<file path="src/verilog/i2c_engine_pkg.sv">
// Shared constants for the two-wire master byte engine
package i2c_engine_pkg;
    localparam int unsigned CLOCK_HZ         = 125_000_000;
    localparam int unsigned RELOAD_WIDTH     = 9;
    localparam int unsigned BITS_PER_BYTE    = 8;
    localparam logic [3:0]  BIT_COUNT_RESET  = 4'h0;
    localparam logic [7:0]  BYTE_RESET       = 8'h00;
    localparam logic [8:0]  RELOAD_RESET     = 9'h000;
    localparam int unsigned ACK_PERIODS      = 2;
    localparam logic [4:0]  TEN_BIT_PREFIX   = 5'h1e;
    localparam int unsigned CMD_RESTART_BIT  = 1;
    localparam int unsigned CMD_STOP_BIT     = 2;
    localparam int unsigned CMD_RECEIVE_BIT  = 3;
    localparam int unsigned CMD_ACK_BIT      = 4;

    typedef enum logic [3:0] {
        ST_IDLE     = 4'b0000,
        ST_BIT_LOW  = 4'b0001,
        ST_BIT_HIGH = 4'b0011,
        ST_ACK_LOW  = 4'b0010,
        ST_ACK_HIGH = 4'b0110,
        ST_RS_LOW   = 4'b0111,
        ST_RS_HIGH  = 4'b0101,
        ST_RS_SDA   = 4'b0100,
        ST_SP_LOW   = 4'b1100,
        ST_SP_HIGH  = 4'b1101,
        ST_MA_LOW   = 4'b1111,
        ST_MA_HIGH  = 4'b1110
    } engine_state_e;

    // First byte of a 10-bit address; write direction on first send
    function automatic logic [7:0] ten_bit_first_byte(input logic [1:0] upper, input logic rd);
        ten_bit_first_byte = {TEN_BIT_PREFIX, upper, rd};
    endfunction : ten_bit_first_byte
endpackage : i2c_engine_pkg

</file>
<file path="src/verilog/i2c_pin_sync.sv">
// Two-flop synchroniser for the bus lines
`timescale 1ns/10ps
module i2c_pin_sync
    import i2c_engine_pkg::*;
#(
    parameter int unsigned WIDTH = 2
)(
    input  wire logic             i_clock,
    input  wire logic             i_reset_n,
    input  wire logic [WIDTH-1:0] i_async,
    output logic      [WIDTH-1:0] o_sync
);
    logic [WIDTH-1:0] meta_q;
    logic [WIDTH-1:0] sync_q;

    always_ff @(posedge i_clock)
    begin
        if (!i_reset_n)
        begin
            meta_q <= '1;
            sync_q <= '1;
        end
        else
        begin
            meta_q <= i_async;
            sync_q <= meta_q;
        end
    end
    assign o_sync = sync_q;
endmodule : i2c_pin_sync

</file>
<file path="src/verilog/i2c_baud_gen.sv">
// Baud period counter with reload
`timescale 1ns/10ps
module i2c_baud_gen
    import i2c_engine_pkg::*;
#(
    parameter int unsigned WIDTH = RELOAD_WIDTH
)(
    input  wire logic             i_clock,
    input  wire logic             i_reset_n,
    input  wire logic             i_load,
    input  wire logic [WIDTH-1:0] i_reload,
    output logic                  o_expire
);
    logic [WIDTH-1:0] count_q;
    logic [WIDTH-1:0] count_d;
    logic             expire_d;

    always_comb
    begin
        expire_d = 1'b0;
        count_d  = count_q;
        if (i_load)
            count_d = i_reload;
        else if (count_q == '0)
        begin
            expire_d = 1'b1;
            count_d  = i_reload;
        end
        else
            count_d = count_q - 1'b1;
    end

    always_ff @(posedge i_clock)
    begin
        if (!i_reset_n)
            count_q <= '0;
        else
            count_q <= count_d;
    end
    assign o_expire = expire_d & ~i_load;
endmodule : i2c_baud_gen

</file>
<file path="src/verilog/i2c_master_byte_engine.sv">
// Master byte engine: transmit, receive, acknowledge, stop, repeated start
// Notes on behaviour
// - After eighth transmitted bit clear buffer-full, release data, give ninth clock.
// - Ninth clock falling edge captures acknowledge: 0 acked, 1 not acked.
// - After ninth clock raise event pulse and idle until next transmit or command write.
// - Buffer-full sets on transmit write and clears after eight bits shift.
// - Transmit write while busy is dropped and sets write collision until cleared.
// - Command writes are ignored while any master operation is running.
// - Receive command clocks in eight bits, sampling data before falling edges.
// - After eighth received bit clear command, load buffer, set full, pulse event.
// - Reading the receive buffer clears receive-buffer-full.
// - Byte completing while full sets overflow and is discarded.
// - Overflow does not block reception; later bytes load normally.
// - Acknowledge command sends one bit with polarity from ack data select.
// - Acknowledge ends after two baud periods, clears command, pulses event.
// - Stop sends stop, sets stop-seen, clears start-seen, clears command, events.
// - Repeated start: clock low, data released, clock up, hold, data low.
// - Repeated start end: start-seen set, stop-seen clear, clock low, event.
// - Slave may stretch clock; baud count restarts only after clock released.
// - Ack data select 1 sends not-acknowledge, 0 sends acknowledge.
// - Clock released and seen high reloads baud counter for one period.
`timescale 1ns/10ps
module i2c_master_byte_engine
    import i2c_engine_pkg::*;
(
    input  wire logic       i_clock,
    input  wire logic       i_reset_n,
    input  wire logic [8:0] i_baud_reload,
    input  wire logic       i_tx_write,
    input  wire logic [7:0] i_tx_data,
    input  wire logic       i_cmd_write,
    input  wire logic [4:0] i_cmd_bits,
    input  wire logic       i_ack_data_select,
    input  wire logic       i_rx_read,
    input  wire logic       i_collision_clear,
    input  wire logic       i_overflow_clear,
    input  wire logic       i_scl,
    input  wire logic       i_sda,
    output logic            o_scl_out,
    output logic            o_scl_oe,
    output logic            o_sda_out,
    output logic            o_sda_oe,
    output logic [4:0]      o_command,
    output logic            o_tx_buffer_full,
    output logic            o_ack_received_status,
    output logic            o_write_collision_flag,
    output logic [7:0]      o_receive_buffer_reg,
    output logic            o_rx_buffer_full,
    output logic            o_receive_overflow_flag,
    output logic            o_start_seen,
    output logic            o_stop_seen,
    output logic            o_master_event_irq
);
    engine_state_e state_q, state_d;
    logic [4:0] cmd_q, cmd_d;
    logic [7:0] shift_q, shift_d;
    logic [7:0] rcv_q, rcv_d;
    logic [3:0] bits_q, bits_d;
    logic [1:0] periods_q, periods_d;
    logic       rx_mode_q, rx_mode_d;
    logic       scl_low_q, scl_low_d;
    logic       sda_low_q, sda_low_d;
    logic       tbf_q, tbf_d, ack_q, ack_d, col_q, col_d;
    logic       rbf_q, rbf_d, ov_q, ov_d;
    logic       start_q, start_d, stop_q, stop_d;
    logic       irq_q, irq_d;
    logic       sample_q, sample_d;
    logic       load;
    logic       expire;
    logic       busy;
    logic [1:0] pins_sync;
    logic       scl_in, sda_in;
    logic       scl_in_q;

    i2c_pin_sync #(.WIDTH(2)) u_sync (
        .i_clock   (i_clock),
        .i_reset_n (i_reset_n),
        .i_async   ({i_scl, i_sda}),
        .o_sync    (pins_sync)
    );
    assign scl_in = pins_sync[1];
    assign sda_in = pins_sync[0];

    // Reload on each released-and-high transition of the clock line
    assign load = (state_q == ST_IDLE) || (!scl_low_q && scl_in && !scl_in_q);

    i2c_baud_gen #(.WIDTH(RELOAD_WIDTH)) u_baud (
        .i_clock   (i_clock),
        .i_reset_n (i_reset_n),
        .i_load    (load),
        .i_reload  (i_baud_reload),
        .o_expire  (expire)
    );

    assign busy = (state_q != ST_IDLE);

    always_comb
    begin
        state_d   = state_q;
        cmd_d     = cmd_q;
        shift_d   = shift_q;
        rcv_d     = rcv_q;
        bits_d    = bits_q;
        periods_d = periods_q;
        rx_mode_d = rx_mode_q;
        scl_low_d = scl_low_q;
        sda_low_d = sda_low_q;
        tbf_d     = tbf_q;
        ack_d     = ack_q;
        col_d     = col_q;
        rbf_d     = rbf_q;
        ov_d      = ov_q;
        start_d   = start_q;
        stop_d    = stop_q;
        irq_d     = 1'b0;
        sample_d  = sample_q;
        if (i_rx_read)
            rbf_d = 1'b0;
        if (i_collision_clear)
            col_d = 1'b0;
        if (i_overflow_clear)
            ov_d = 1'b0;
        // Clock held low by slave: data sample keeps its value in high phases
        if (!scl_low_q && !scl_in)
            sample_d = sample_q;
        else if (!scl_low_q)
            sample_d = sda_in;
        unique case (state_q)
            ST_IDLE:
            begin
                if (i_tx_write)
                begin
                    shift_d   = i_tx_data;
                    tbf_d     = 1'b1;
                    bits_d    = BIT_COUNT_RESET;
                    rx_mode_d = 1'b0;
                    scl_low_d = 1'b1;
                    sda_low_d = ~i_tx_data[7];
                    state_d   = ST_BIT_LOW;
                end
                else if (i_cmd_write && i_cmd_bits[CMD_RECEIVE_BIT])
                begin
                    cmd_d     = i_cmd_bits;
                    bits_d    = BIT_COUNT_RESET;
                    rx_mode_d = 1'b1;
                    scl_low_d = 1'b1;
                    sda_low_d = 1'b0;
                    state_d   = ST_BIT_LOW;
                end
                else if (i_cmd_write && i_cmd_bits[CMD_ACK_BIT])
                begin
                    cmd_d     = i_cmd_bits;
                    scl_low_d = 1'b1;
                    sda_low_d = ~i_ack_data_select;
                    periods_d = '0;
                    state_d   = ST_MA_LOW;
                end
                else if (i_cmd_write && i_cmd_bits[CMD_STOP_BIT])
                begin
                    cmd_d     = i_cmd_bits;
                    scl_low_d = 1'b1;
                    sda_low_d = 1'b1;
                    state_d   = ST_SP_LOW;
                end
                else if (i_cmd_write && i_cmd_bits[CMD_RESTART_BIT])
                begin
                    cmd_d     = i_cmd_bits;
                    scl_low_d = 1'b1;
                    sda_low_d = 1'b0;
                    state_d   = ST_RS_LOW;
                end
            end
            ST_BIT_LOW:
            begin
                if (expire)
                begin
                    scl_low_d = 1'b0;
                    state_d   = ST_BIT_HIGH;
                end
            end
            ST_BIT_HIGH:
            begin
                if (expire && scl_in)
                begin
                    scl_low_d = 1'b1;
                    bits_d    = bits_q + 4'h1;
                    if (rx_mode_q)
                        shift_d = {shift_q[6:0], sample_q};
                    else
                        shift_d = {shift_q[6:0], 1'b0};
                    if (bits_q == 4'(BITS_PER_BYTE - 1))
                    begin
                        if (rx_mode_q)
                        begin
                            cmd_d   = '0;
                            irq_d   = 1'b1;
                            state_d = ST_IDLE;
                            scl_low_d = 1'b1;
                            if (rbf_q && !i_rx_read)
                                ov_d = 1'b1;
                            else
                            begin
                                rcv_d = {shift_q[6:0], sample_q};
                                rbf_d = 1'b1;
                            end
                        end
                        else
                        begin
                            tbf_d     = 1'b0;
                            sda_low_d = 1'b0;
                            state_d   = ST_ACK_LOW;
                        end
                    end
                    else if (!rx_mode_q)
                        sda_low_d = ~shift_q[6];
                    state_d = (bits_q == 4'(BITS_PER_BYTE - 1)) ? state_d : ST_BIT_LOW;
                end
            end
            ST_ACK_LOW:
            begin
                if (expire)
                begin
                    scl_low_d = 1'b0;
                    state_d   = ST_ACK_HIGH;
                end
            end
            ST_ACK_HIGH:
            begin
                if (expire && scl_in)
                begin
                    ack_d     = sample_q;
                    scl_low_d = 1'b1;
                    irq_d     = 1'b1;
                    state_d   = ST_IDLE;
                end
            end
            ST_MA_LOW:
            begin
                if (expire)
                begin
                    scl_low_d = 1'b0;
                    periods_d = periods_q + 2'h1;
                    state_d   = ST_MA_HIGH;
                end
            end
            ST_MA_HIGH:
            begin
                if (expire && scl_in)
                begin
                    scl_low_d = 1'b1;
                    sda_low_d = 1'b0;
                    cmd_d     = '0;
                    periods_d = periods_q + 2'h1;
                    irq_d     = 1'b1;
                    state_d   = ST_IDLE;
                end
            end
            ST_SP_LOW:
            begin
                if (expire)
                begin
                    scl_low_d = 1'b0;
                    state_d   = ST_SP_HIGH;
                end
            end
            ST_SP_HIGH:
            begin
                if (expire && scl_in)
                begin
                    sda_low_d = 1'b0;
                    stop_d    = 1'b1;
                    start_d   = 1'b0;
                    cmd_d     = '0;
                    irq_d     = 1'b1;
                    state_d   = ST_IDLE;
                end
            end
            ST_RS_LOW:
            begin
                if (expire && sda_in)
                begin
                    scl_low_d = 1'b0;
                    state_d   = ST_RS_HIGH;
                end
            end
            ST_RS_HIGH:
            begin
                if (expire && scl_in && sda_in)
                begin
                    sda_low_d = 1'b1;
                    state_d   = ST_RS_SDA;
                end
            end
            ST_RS_SDA:
            begin
                if (expire)
                begin
                    scl_low_d = 1'b1;
                    start_d   = 1'b1;
                    stop_d    = 1'b0;
                    cmd_d     = '0;
                    irq_d     = 1'b1;
                    state_d   = ST_IDLE;
                end
            end
            default:
                state_d = ST_IDLE;
        endcase
        // Writes during a running operation are dropped
        if (busy && i_tx_write)
            col_d = 1'b1;
        if (busy && i_cmd_write)
            cmd_d = (state_d == ST_IDLE) ? '0 : cmd_q;
    end

    always_ff @(posedge i_clock)
    begin
        if (!i_reset_n)
        begin
            state_q   <= ST_IDLE;
            cmd_q     <= '0;
            shift_q   <= BYTE_RESET;
            rcv_q     <= BYTE_RESET;
            bits_q    <= BIT_COUNT_RESET;
            periods_q <= '0;
            rx_mode_q <= 1'b0;
            scl_low_q <= 1'b0;
            sda_low_q <= 1'b0;
            tbf_q     <= 1'b0;
            ack_q     <= 1'b0;
            col_q     <= 1'b0;
            rbf_q     <= 1'b0;
            ov_q      <= 1'b0;
            start_q   <= 1'b0;
            stop_q    <= 1'b0;
            irq_q     <= 1'b0;
            sample_q  <= 1'b1;
            scl_in_q  <= 1'b1;
        end
        else
        begin
            state_q   <= state_d;
            cmd_q     <= cmd_d;
            shift_q   <= shift_d;
            rcv_q     <= rcv_d;
            bits_q    <= bits_d;
            periods_q <= periods_d;
            rx_mode_q <= rx_mode_d;
            scl_low_q <= scl_low_d;
            sda_low_q <= sda_low_d;
            tbf_q     <= tbf_d;
            ack_q     <= ack_d;
            col_q     <= col_d;
            rbf_q     <= rbf_d;
            ov_q      <= ov_d;
            start_q   <= start_d;
            stop_q    <= stop_d;
            irq_q     <= irq_d;
            sample_q  <= sample_d;
            scl_in_q  <= scl_in;
        end
    end

    assign o_scl_out               = 1'b0;
    assign o_scl_oe                = scl_low_q;
    assign o_sda_out               = 1'b0;
    assign o_sda_oe                = sda_low_q;
    assign o_command               = cmd_q;
    assign o_tx_buffer_full        = tbf_q;
    assign o_ack_received_status   = ack_q;
    assign o_write_collision_flag  = col_q;
    assign o_receive_buffer_reg    = rcv_q;
    assign o_rx_buffer_full        = rbf_q;
    assign o_receive_overflow_flag = ov_q;
    assign o_start_seen            = start_q;
    assign o_stop_seen             = stop_q;
    assign o_master_event_irq      = irq_q;

    a_collision_sets: assert property (@(posedge i_clock) disable iff (!i_reset_n)
        busy && i_tx_write |=> o_write_collision_flag)
        else $error("collision flag not set");
    a_tbf_on_write: assert property (@(posedge i_clock) disable iff (!i_reset_n)
        !busy && i_tx_write |=> o_tx_buffer_full && o_scl_oe)
        else $error("buffer full not set");
    a_cmd_hold: assert property (@(posedge i_clock) disable iff (!i_reset_n)
        busy && i_cmd_write && state_d != ST_IDLE |=> o_command == $past(cmd_q))
        else $error("command changed while busy");
    a_rbf_read: assert property (@(posedge i_clock) disable iff (!i_reset_n)
        i_rx_read && state_q == ST_IDLE |=> !o_rx_buffer_full)
        else $error("read did not clear full");
    a_ov_sticky: assert property (@(posedge i_clock) disable iff (!i_reset_n)
        o_receive_overflow_flag && !i_overflow_clear |=> o_receive_overflow_flag)
        else $error("overflow lost");
    a_irq_idle: assert property (@(posedge i_clock) disable iff (!i_reset_n)
        o_master_event_irq |-> state_q == ST_IDLE && o_command == 5'h00)
        else $error("event while busy");
    a_ack_txdone: assert property (@(posedge i_clock) disable iff (!i_reset_n)
        state_q == ST_ACK_LOW |-> !o_tx_buffer_full && !o_sda_oe)
        else $error("data not released for ack");
    a_stop_flags: assert property (@(posedge i_clock) disable iff (!i_reset_n)
        state_q == ST_SP_HIGH && state_d == ST_IDLE |=> o_stop_seen && !o_start_seen)
        else $error("stop flags wrong");
    a_ack_periods: assert property (@(posedge i_clock) disable iff (!i_reset_n)
        state_q == ST_MA_HIGH && state_d == ST_IDLE |=> periods_q == 2'(ACK_PERIODS))
        else $error("acknowledge not two periods");
endmodule : i2c_master_byte_engine

</file>
<file path="config.mk">
export PLATFORM = sky130hd
export DESIGN_NAME = i2c_master_byte_engine
export DESIGN_NICKNAME = d
export VERILOG_FILES = /design/src/verilog/i2c_engine_pkg.sv /design/src/verilog/i2c_pin_sync.sv /design/src/verilog/i2c_baud_gen.sv /design/src/verilog/i2c_master_byte_engine.sv
export SDC_FILE = /design/constraint.sdc
export NUM_CORES = 1
export LEC_CHECK = 0
export BUFFER_PORTS_ARGS = -buffer_cell sky130_fd_sc_hd__buf_2
export CAP_MARGIN = 20
export CORE_MARGIN = 3
export CORE_UTILIZATION = 50
export CTS_CLUSTER_DIAMETER = 100
export DETAILED_ROUTE_END_ITERATION = 12
export GPL_ROUTABILITY_DRIVEN = 0
export PLACE_DENSITY = 0.73
export RECOVER_POWER = 25
export SYNTH_ARGS = -nofsm -noshare
export SYNTH_HDL_FRONTEND = slang
export SYNTH_SLANG_ARGS = --single-unit
</file>
<file path="constraint.sdc">
create_clock -name i_clock -period 2.52 [get_ports i_clock]
set_clock_uncertainty 0.2 [all_clocks]
set_input_delay 0.126 -clock i_clock [delete_from_list [all_inputs] [get_ports i_clock]]
set_output_delay 0.126 -clock i_clock [all_outputs]
set_load 0.1 [all_outputs]
</file>
Word-level counts from Yosys, hierarchy flattened
Index checks and enable logic that the tools add are counted.
- equal/unequal tests: 33
- $mul: 0
- magnitude comparators: 0
- divide/modulo/power cells: 0
- reductions and logical operators: 44
- bitwise logic cells: 8
- shift operators: 0
- add/subtract/negate cells: 2
- multiplexer cells: 92
- operators by type and width (operator ; number):
    $mux W4 ; 18
    $mux W5 ; 12
    $mux W1 ; 47
    $pmux W4 S10 ; 1
    $eq A4 B3 Y1 const B ; 5
    $pmux W5 S4 ; 1
    $mux W9 ; 2
    $eq A4 B4 Y1 const B ; 4
    $ne A2 B2 Y1 const B ; 8
    $mux W7 ; 2
    $pmux W7 S2 ; 1
    $logic_and A1 B1 Y1 ; 13
    $ne A3 B3 Y1 const B ; 4
    $reduce_and A6 Y1 ; 2
    $reduce_and A5 Y1 ; 2
    $reduce_bool A5 Y1 ; 2
    $logic_not A9 Y1 ; 1
    $reduce_and A3 Y1 ; 3
    $reduce_and A9 Y1 ; 1
    $sub A9 B1 Y9 const B ; 1
    $eq A4 B2 Y1 const B ; 2
    $logic_not A4 Y1 ; 2
    $ne A2 B1 Y1 const B ; 4
    $pmux W4 S2 ; 1
    21 further kinds ; 40
- output and inout bits: 25
- word-level logic and storage cells: 200
- flip-flop bits (word level): 54
- bits in writable memories: 0
- memories kept: 0
- bits in latches: 0
- bits in read-only memories: 0

Logic depth before layout (Yosys ltp)
- depth after elaboration: 13
- mapped depth: 10
- mapped depth without buffers: 9

Cells and area by module
Synthesis repeated with hierarchy kept, for this count alone.
- cell total of the unflattened synthesis: 360
- area total of the unflattened synthesis: 2991.6 um2
- by module, submodules not included (module ; area an instance (um2) ; instances ; cells an instance ; seq. area each (um2)):
    i2c_master_byte_engine ; 2402.3 ; 1 ; 302 ; 820.8
    i2c_baud_gen ; 484.2 ; 1 ; 50 ; 180.2
    i2c_pin_sync ; 105.1 ; 1 ; 8 ; 80.1

Least setup slack after synthesis
OpenSTA, ideal clock, no wires.
- path type: register to register
- from: reg scl_low_q (netlist: o_scl_oe)
- to: reg cmd_q[0] (netlist: o_command[0])
- clock period less this slack: 2707 ps
- data arrival time: 2372 ps
- path slack: -187 ps
- buffers on the path: 1
- setup time: 136 ps
- stages on the path, launching flop included: 9
- path through: dfxtp_1 -> o21a_1 -> and3_1 -> buf_2 -> a211oi_1 -> a211oi_1 -> nand4b_1 -> nor3b_4 -> o31ai_1
- cells in the longest elaborated chain, start to end: 13
- elaborated cells on any way between the ends: 26
- RTL lines (what ; RTL line ; source):
    start, declared ; i2c_master_byte_engine.sv:61 ; logic scl_low_q, scl_low_d;
    start signal, assigned ; i2c_master_byte_engine.sv:349 ; scl_low_q <= scl_low_d;
    $logic_not A1 Y1 (*) ; -- ;
    $logic_and A1 B1 Y1 (*) (2 in series) ; i2c_master_byte_engine.sv:85 ; assign load = (state_q == ST_IDLE) || (!scl_low_q && scl_in && !scl_in_q);
    $logic_or A1 B1 Y1 (*) ; i2c_master_byte_engine.sv:85 ;
    $mux W1 / $not A1 Y1 (equally long branches) ; i2c_baud_gen.sv:22, i2c_baud_gen.sv:40 ;
    $and A1 B1 Y1 (*) ; i2c_baud_gen.sv:40 ; assign o_expire = expire_d & ~i_load;
    $logic_and A1 B1 Y1 ; -- ;
    $logic_and A1 B1 Y1 ; i2c_master_byte_engine.sv:288 ; if (expire && scl_in && sda_in)
    $mux W4 ; i2c_master_byte_engine.sv:288 ;
    $pmux W4 S10 ; i2c_master_byte_engine.sv:128 ; unique case (state_q)
    $logic_not A4 Y1 ; i2c_master_byte_engine.sv:313 ; cmd_d = (state_d == ST_IDLE) ? '0 : cmd_q;
    $ne A2 B1 Y1 (no source line) ; -- ;
    $reduce_and A9 Y1 (no source line) (*) ; -- ;
    end signal, assigned ; i2c_master_byte_engine.sv:343 ; cmd_q <= cmd_d;
    end, declared ; i2c_master_byte_engine.sv:55 ; logic [4:0] cmd_q, cmd_d;
Every way passes the cells marked *; elsewhere a longest branch is shown, timed or not.
A chain may end at the register's enable or synchronous reset.

Worst setup path after layout
- from: reg u_baud.count_q[0]
- to: reg cmd_q[3] (netlist: o_command[3])
- cells in the longest elaborated chain, start to end: 11
- elaborated cells on any way between the ends: 23
- RTL lines (what ; RTL line ; source):
    start, declared ; i2c_baud_gen.sv:14 ; logic [WIDTH-1:0] count_q;
    start signal, assigned ; i2c_baud_gen.sv:38 ; count_q <= count_d;
    $logic_not A9 Y1 (*) ; i2c_baud_gen.sv:24 ; else if (count_q == '0)
    $mux W1 (*) ; i2c_baud_gen.sv:24 ;
    $mux W1 (*) ; i2c_baud_gen.sv:22 ; if (i_load)
    $and A1 B1 Y1 (*) ; i2c_baud_gen.sv:40 ;
    $logic_and A1 B1 Y1 ; -- ;
    $logic_and A1 B1 Y1 ; i2c_master_byte_engine.sv:288 ;
    $mux W4 ; i2c_master_byte_engine.sv:288 ;
    $pmux W4 S10 ; i2c_master_byte_engine.sv:128 ;
    $logic_not A4 Y1 ; i2c_master_byte_engine.sv:313 ;
    $ne A2 B1 Y1 (no source line) ; -- ;
    $reduce_and A9 Y1 (no source line) (*) ; -- ;
Marked as above.

==> results.tsv <==
metric	value	unit
max-cap violation count	0	
most used routing layer	met2	
IO Port Bufs	54	
Ports	57	
Compound-Gate Fraction of Synth Area	20.10	%
vias in the first global route	2774	
Total GRT Usage	22.51	%
Cell Area, Synth	3025	sq um
Hold/Removal Path Class	in -> reg	
final hold violation count	0	
Min Hold Slack	3.213	ps
H-tree levels	2	
Reg area	1082	sq um
Mean Syn Cell Area	8.133	sq um
CTS sink count	54	
initial antenna violation count	0	
clk buf depth	2	
GR Util met3	4.146	%
Required @ worst endpoint	2520	ps
core area	5675	sq um
filler cell count	487	
antenna-violating nets left	0	
pwr dens	825.4	nW/um^2
CTS tree	built	
Inst Count DP	498	
Slew HR	21.82	%
met2 GRT Util	35.79	%
fin area	3875	sq um
Seq cells post-synth	54	
total grt overflow	0	
Lkg Pwr	1.583	nW
Setup crit end kind	flop	
largest cells by area after synthesis	dfxtp_1 (36%), nand2_1 (6.7%), mux2i_1 (5.6%)	
Initial DRC Count	182	
VDD IR max	0.5663	mV
clock root buffer	clkbuf_8	
largest net degree at the start of global routing	29	
Die ar.	7020	sq um
Post-Synth XOR/XNOR Area	3.184	%
period utilization	94.64	%
mean number of vias per cell	5.511	
synth warn	0	
starting density of the core	53.31	%
crit path max fanout	5	
Reg clk slew, reported paths	110	ps
Std-Cell Rows	27	
dpl cell area	3455	sq um
Post-route DRC	0	
Die Wd	83.79	um
area grow syn2layout	28.08	%
Yosys top cell area share	35.73	%
area of the multi-input gates	1841	sq um
mux share of post-synthesis cell area	5.624	%
largest area contributor in the netlist	dfxtp_1	
Antenna Cells	0	
Simple-Gate Fraction of Synth Area	28.74	%
Post-synth EDFFs	0	
Crit Path Class	reg -> reg	
wire per inst	14.65	um
Clk Latency, worst-skew pair	310	ps
max reg flops	9	
post-layout min period	2385	ps
Cells after Synth	372	
via count	2943	
Netlist cell types	59	
DRT Pass-1 Iters	5	
global-route wire length before repair	13120	um
largest family of logic cells by synthesized area	simple AND/OR/NAND/NOR gates	
final setup vio count	0	
Seq/Total Area, Yosys	35.73	%
non-filler cells, final	534	
met1 Usage GRT	29.89	%
Worst EP arrival	2390	ps
most frequent cells in the layout	nand2_1 (53), dfxtp_1 (53), buf_2 (40)	
layout cells sized above 1	20.13	%
die height	83.79	um
fmax	0.4193	GHz
Post-Route WL	7824	um
total negative slack	0	ps
startpoint types	flop	
Worst-Margin Slew	1178	ps
outcome	completed	
CTS Buf Count	5	
nets@finish	496	
dpl hpwl	5466	um
ys async rst share	0	%
ys flop type	dfxtp_1	
pins over their slew limit	0	
Synth Area in Adders	1.241	%
## path summary, 6_finish.rpt
path	startpoint	to	slack (ps)	cells past startpoint
hold / removal	i_tx_data[6]	shift_q[6]	3	4
hold reg to reg	u_sync.meta_q[1]	u_sync.o_sync[1]	220	1
setup reg to reg	u_baud.count_q[0]	o_command[3]	140	9
setup / recovery	u_baud.count_q[0]	o_command[3]	140	9
## cells in the mapped netlist (3+ instances only)
cell,count
clkbuf_1,15
dfxtp_1,54
nand2_1,54
o22ai_1,4
or3_1,3
o21ai_0,20
and2_1,14
a21boi_0,6
nor2b_1,17
nor3_1,5
a211oi_1,3
a21oi_1,14
nand4_1,3
o31ai_1,9
o21a_1,3
o211a_1,9
xor2_1,6
nand3_1,16
xnor2_1,5
buf_4,3
buf_2,4
nand2b_1,6
nor2_1,28
inv_1,12
mux2i_1,17
ha_1,3
## per-stage QoR
step                power, mW  utilization (%)  worst slack [ps]
floorplan               2.169                -             150.8
global placement        2.464            60.87             75.36
detailed placement      2.479            60.87            -29.99
CTS                     3.144            67.66             53.07
global route            3.407            68.28            -22.50
finish                  3.198            68.28             135.1
## cells by family (layout without fill, tap and decap cells)
family / count (synthesis) / in the layout
other: 1 / 2
adders and majority gates: 3 / 3
AOI/OAI and AO/OA: 85 / 85
DFF: 54 / 54
xor gates and xnor gates: 11 / 11
and+or+nand+nor: 165 / 165
muxes: 17 / 17
buffers and inverters: 36 / 125
## cell type report
class / count / area share, %
Inverter: 12 / 1.162
Sequential cell: 54 / 27.93
Clock inverter: 3 / 1.227
Timing Repair Buffer: 105 / 18.08
Tap cell: 72 / 2.325
Clock buffer: 5 / 1.776
Multi-Input combinational cell: 283 / 47.50
## power by group
part           leakage, nW  internal (mW)  switching, mW
combinational         1.08          0.567          0.900
clock               0.0587          0.302          0.307
sequential           0.442          0.984          0.138
## routing by layer
| layer | share of wire [%] | vias to the layer above |
|---|---|---|
| met2 | 47 | 109 |
| met5 | 0 | - |
| met3 | 5.9 | 24 |
| met4 | 2.6 | 0 |
| li1 | - | 1475 |
| met1 | 45 | 1335 |
## repair_timing
| action | CTS | global route |
|---|---|---|
| resized for setup | 1 | 9 |
| setup endpoints to repair | 5 | 13 |
| buffers inserted | 0 | 2 |
| pin swaps | 0 | 7 |
| hold endpoints to repair | 26 | 0 |
| hold buffers | 26 | 0 |
## critical path, stage by stage (launching register included)
cell and delay (ps):
dfxtp_1 340, inv_1 80, ha_1 140, nor4b_4 310
and2_4 240, nand2_2 80, a211oi_2 270, nand4b_1 180
nor3b_4 340, o31ai_1 120
(Power assumes the default switching activity.)
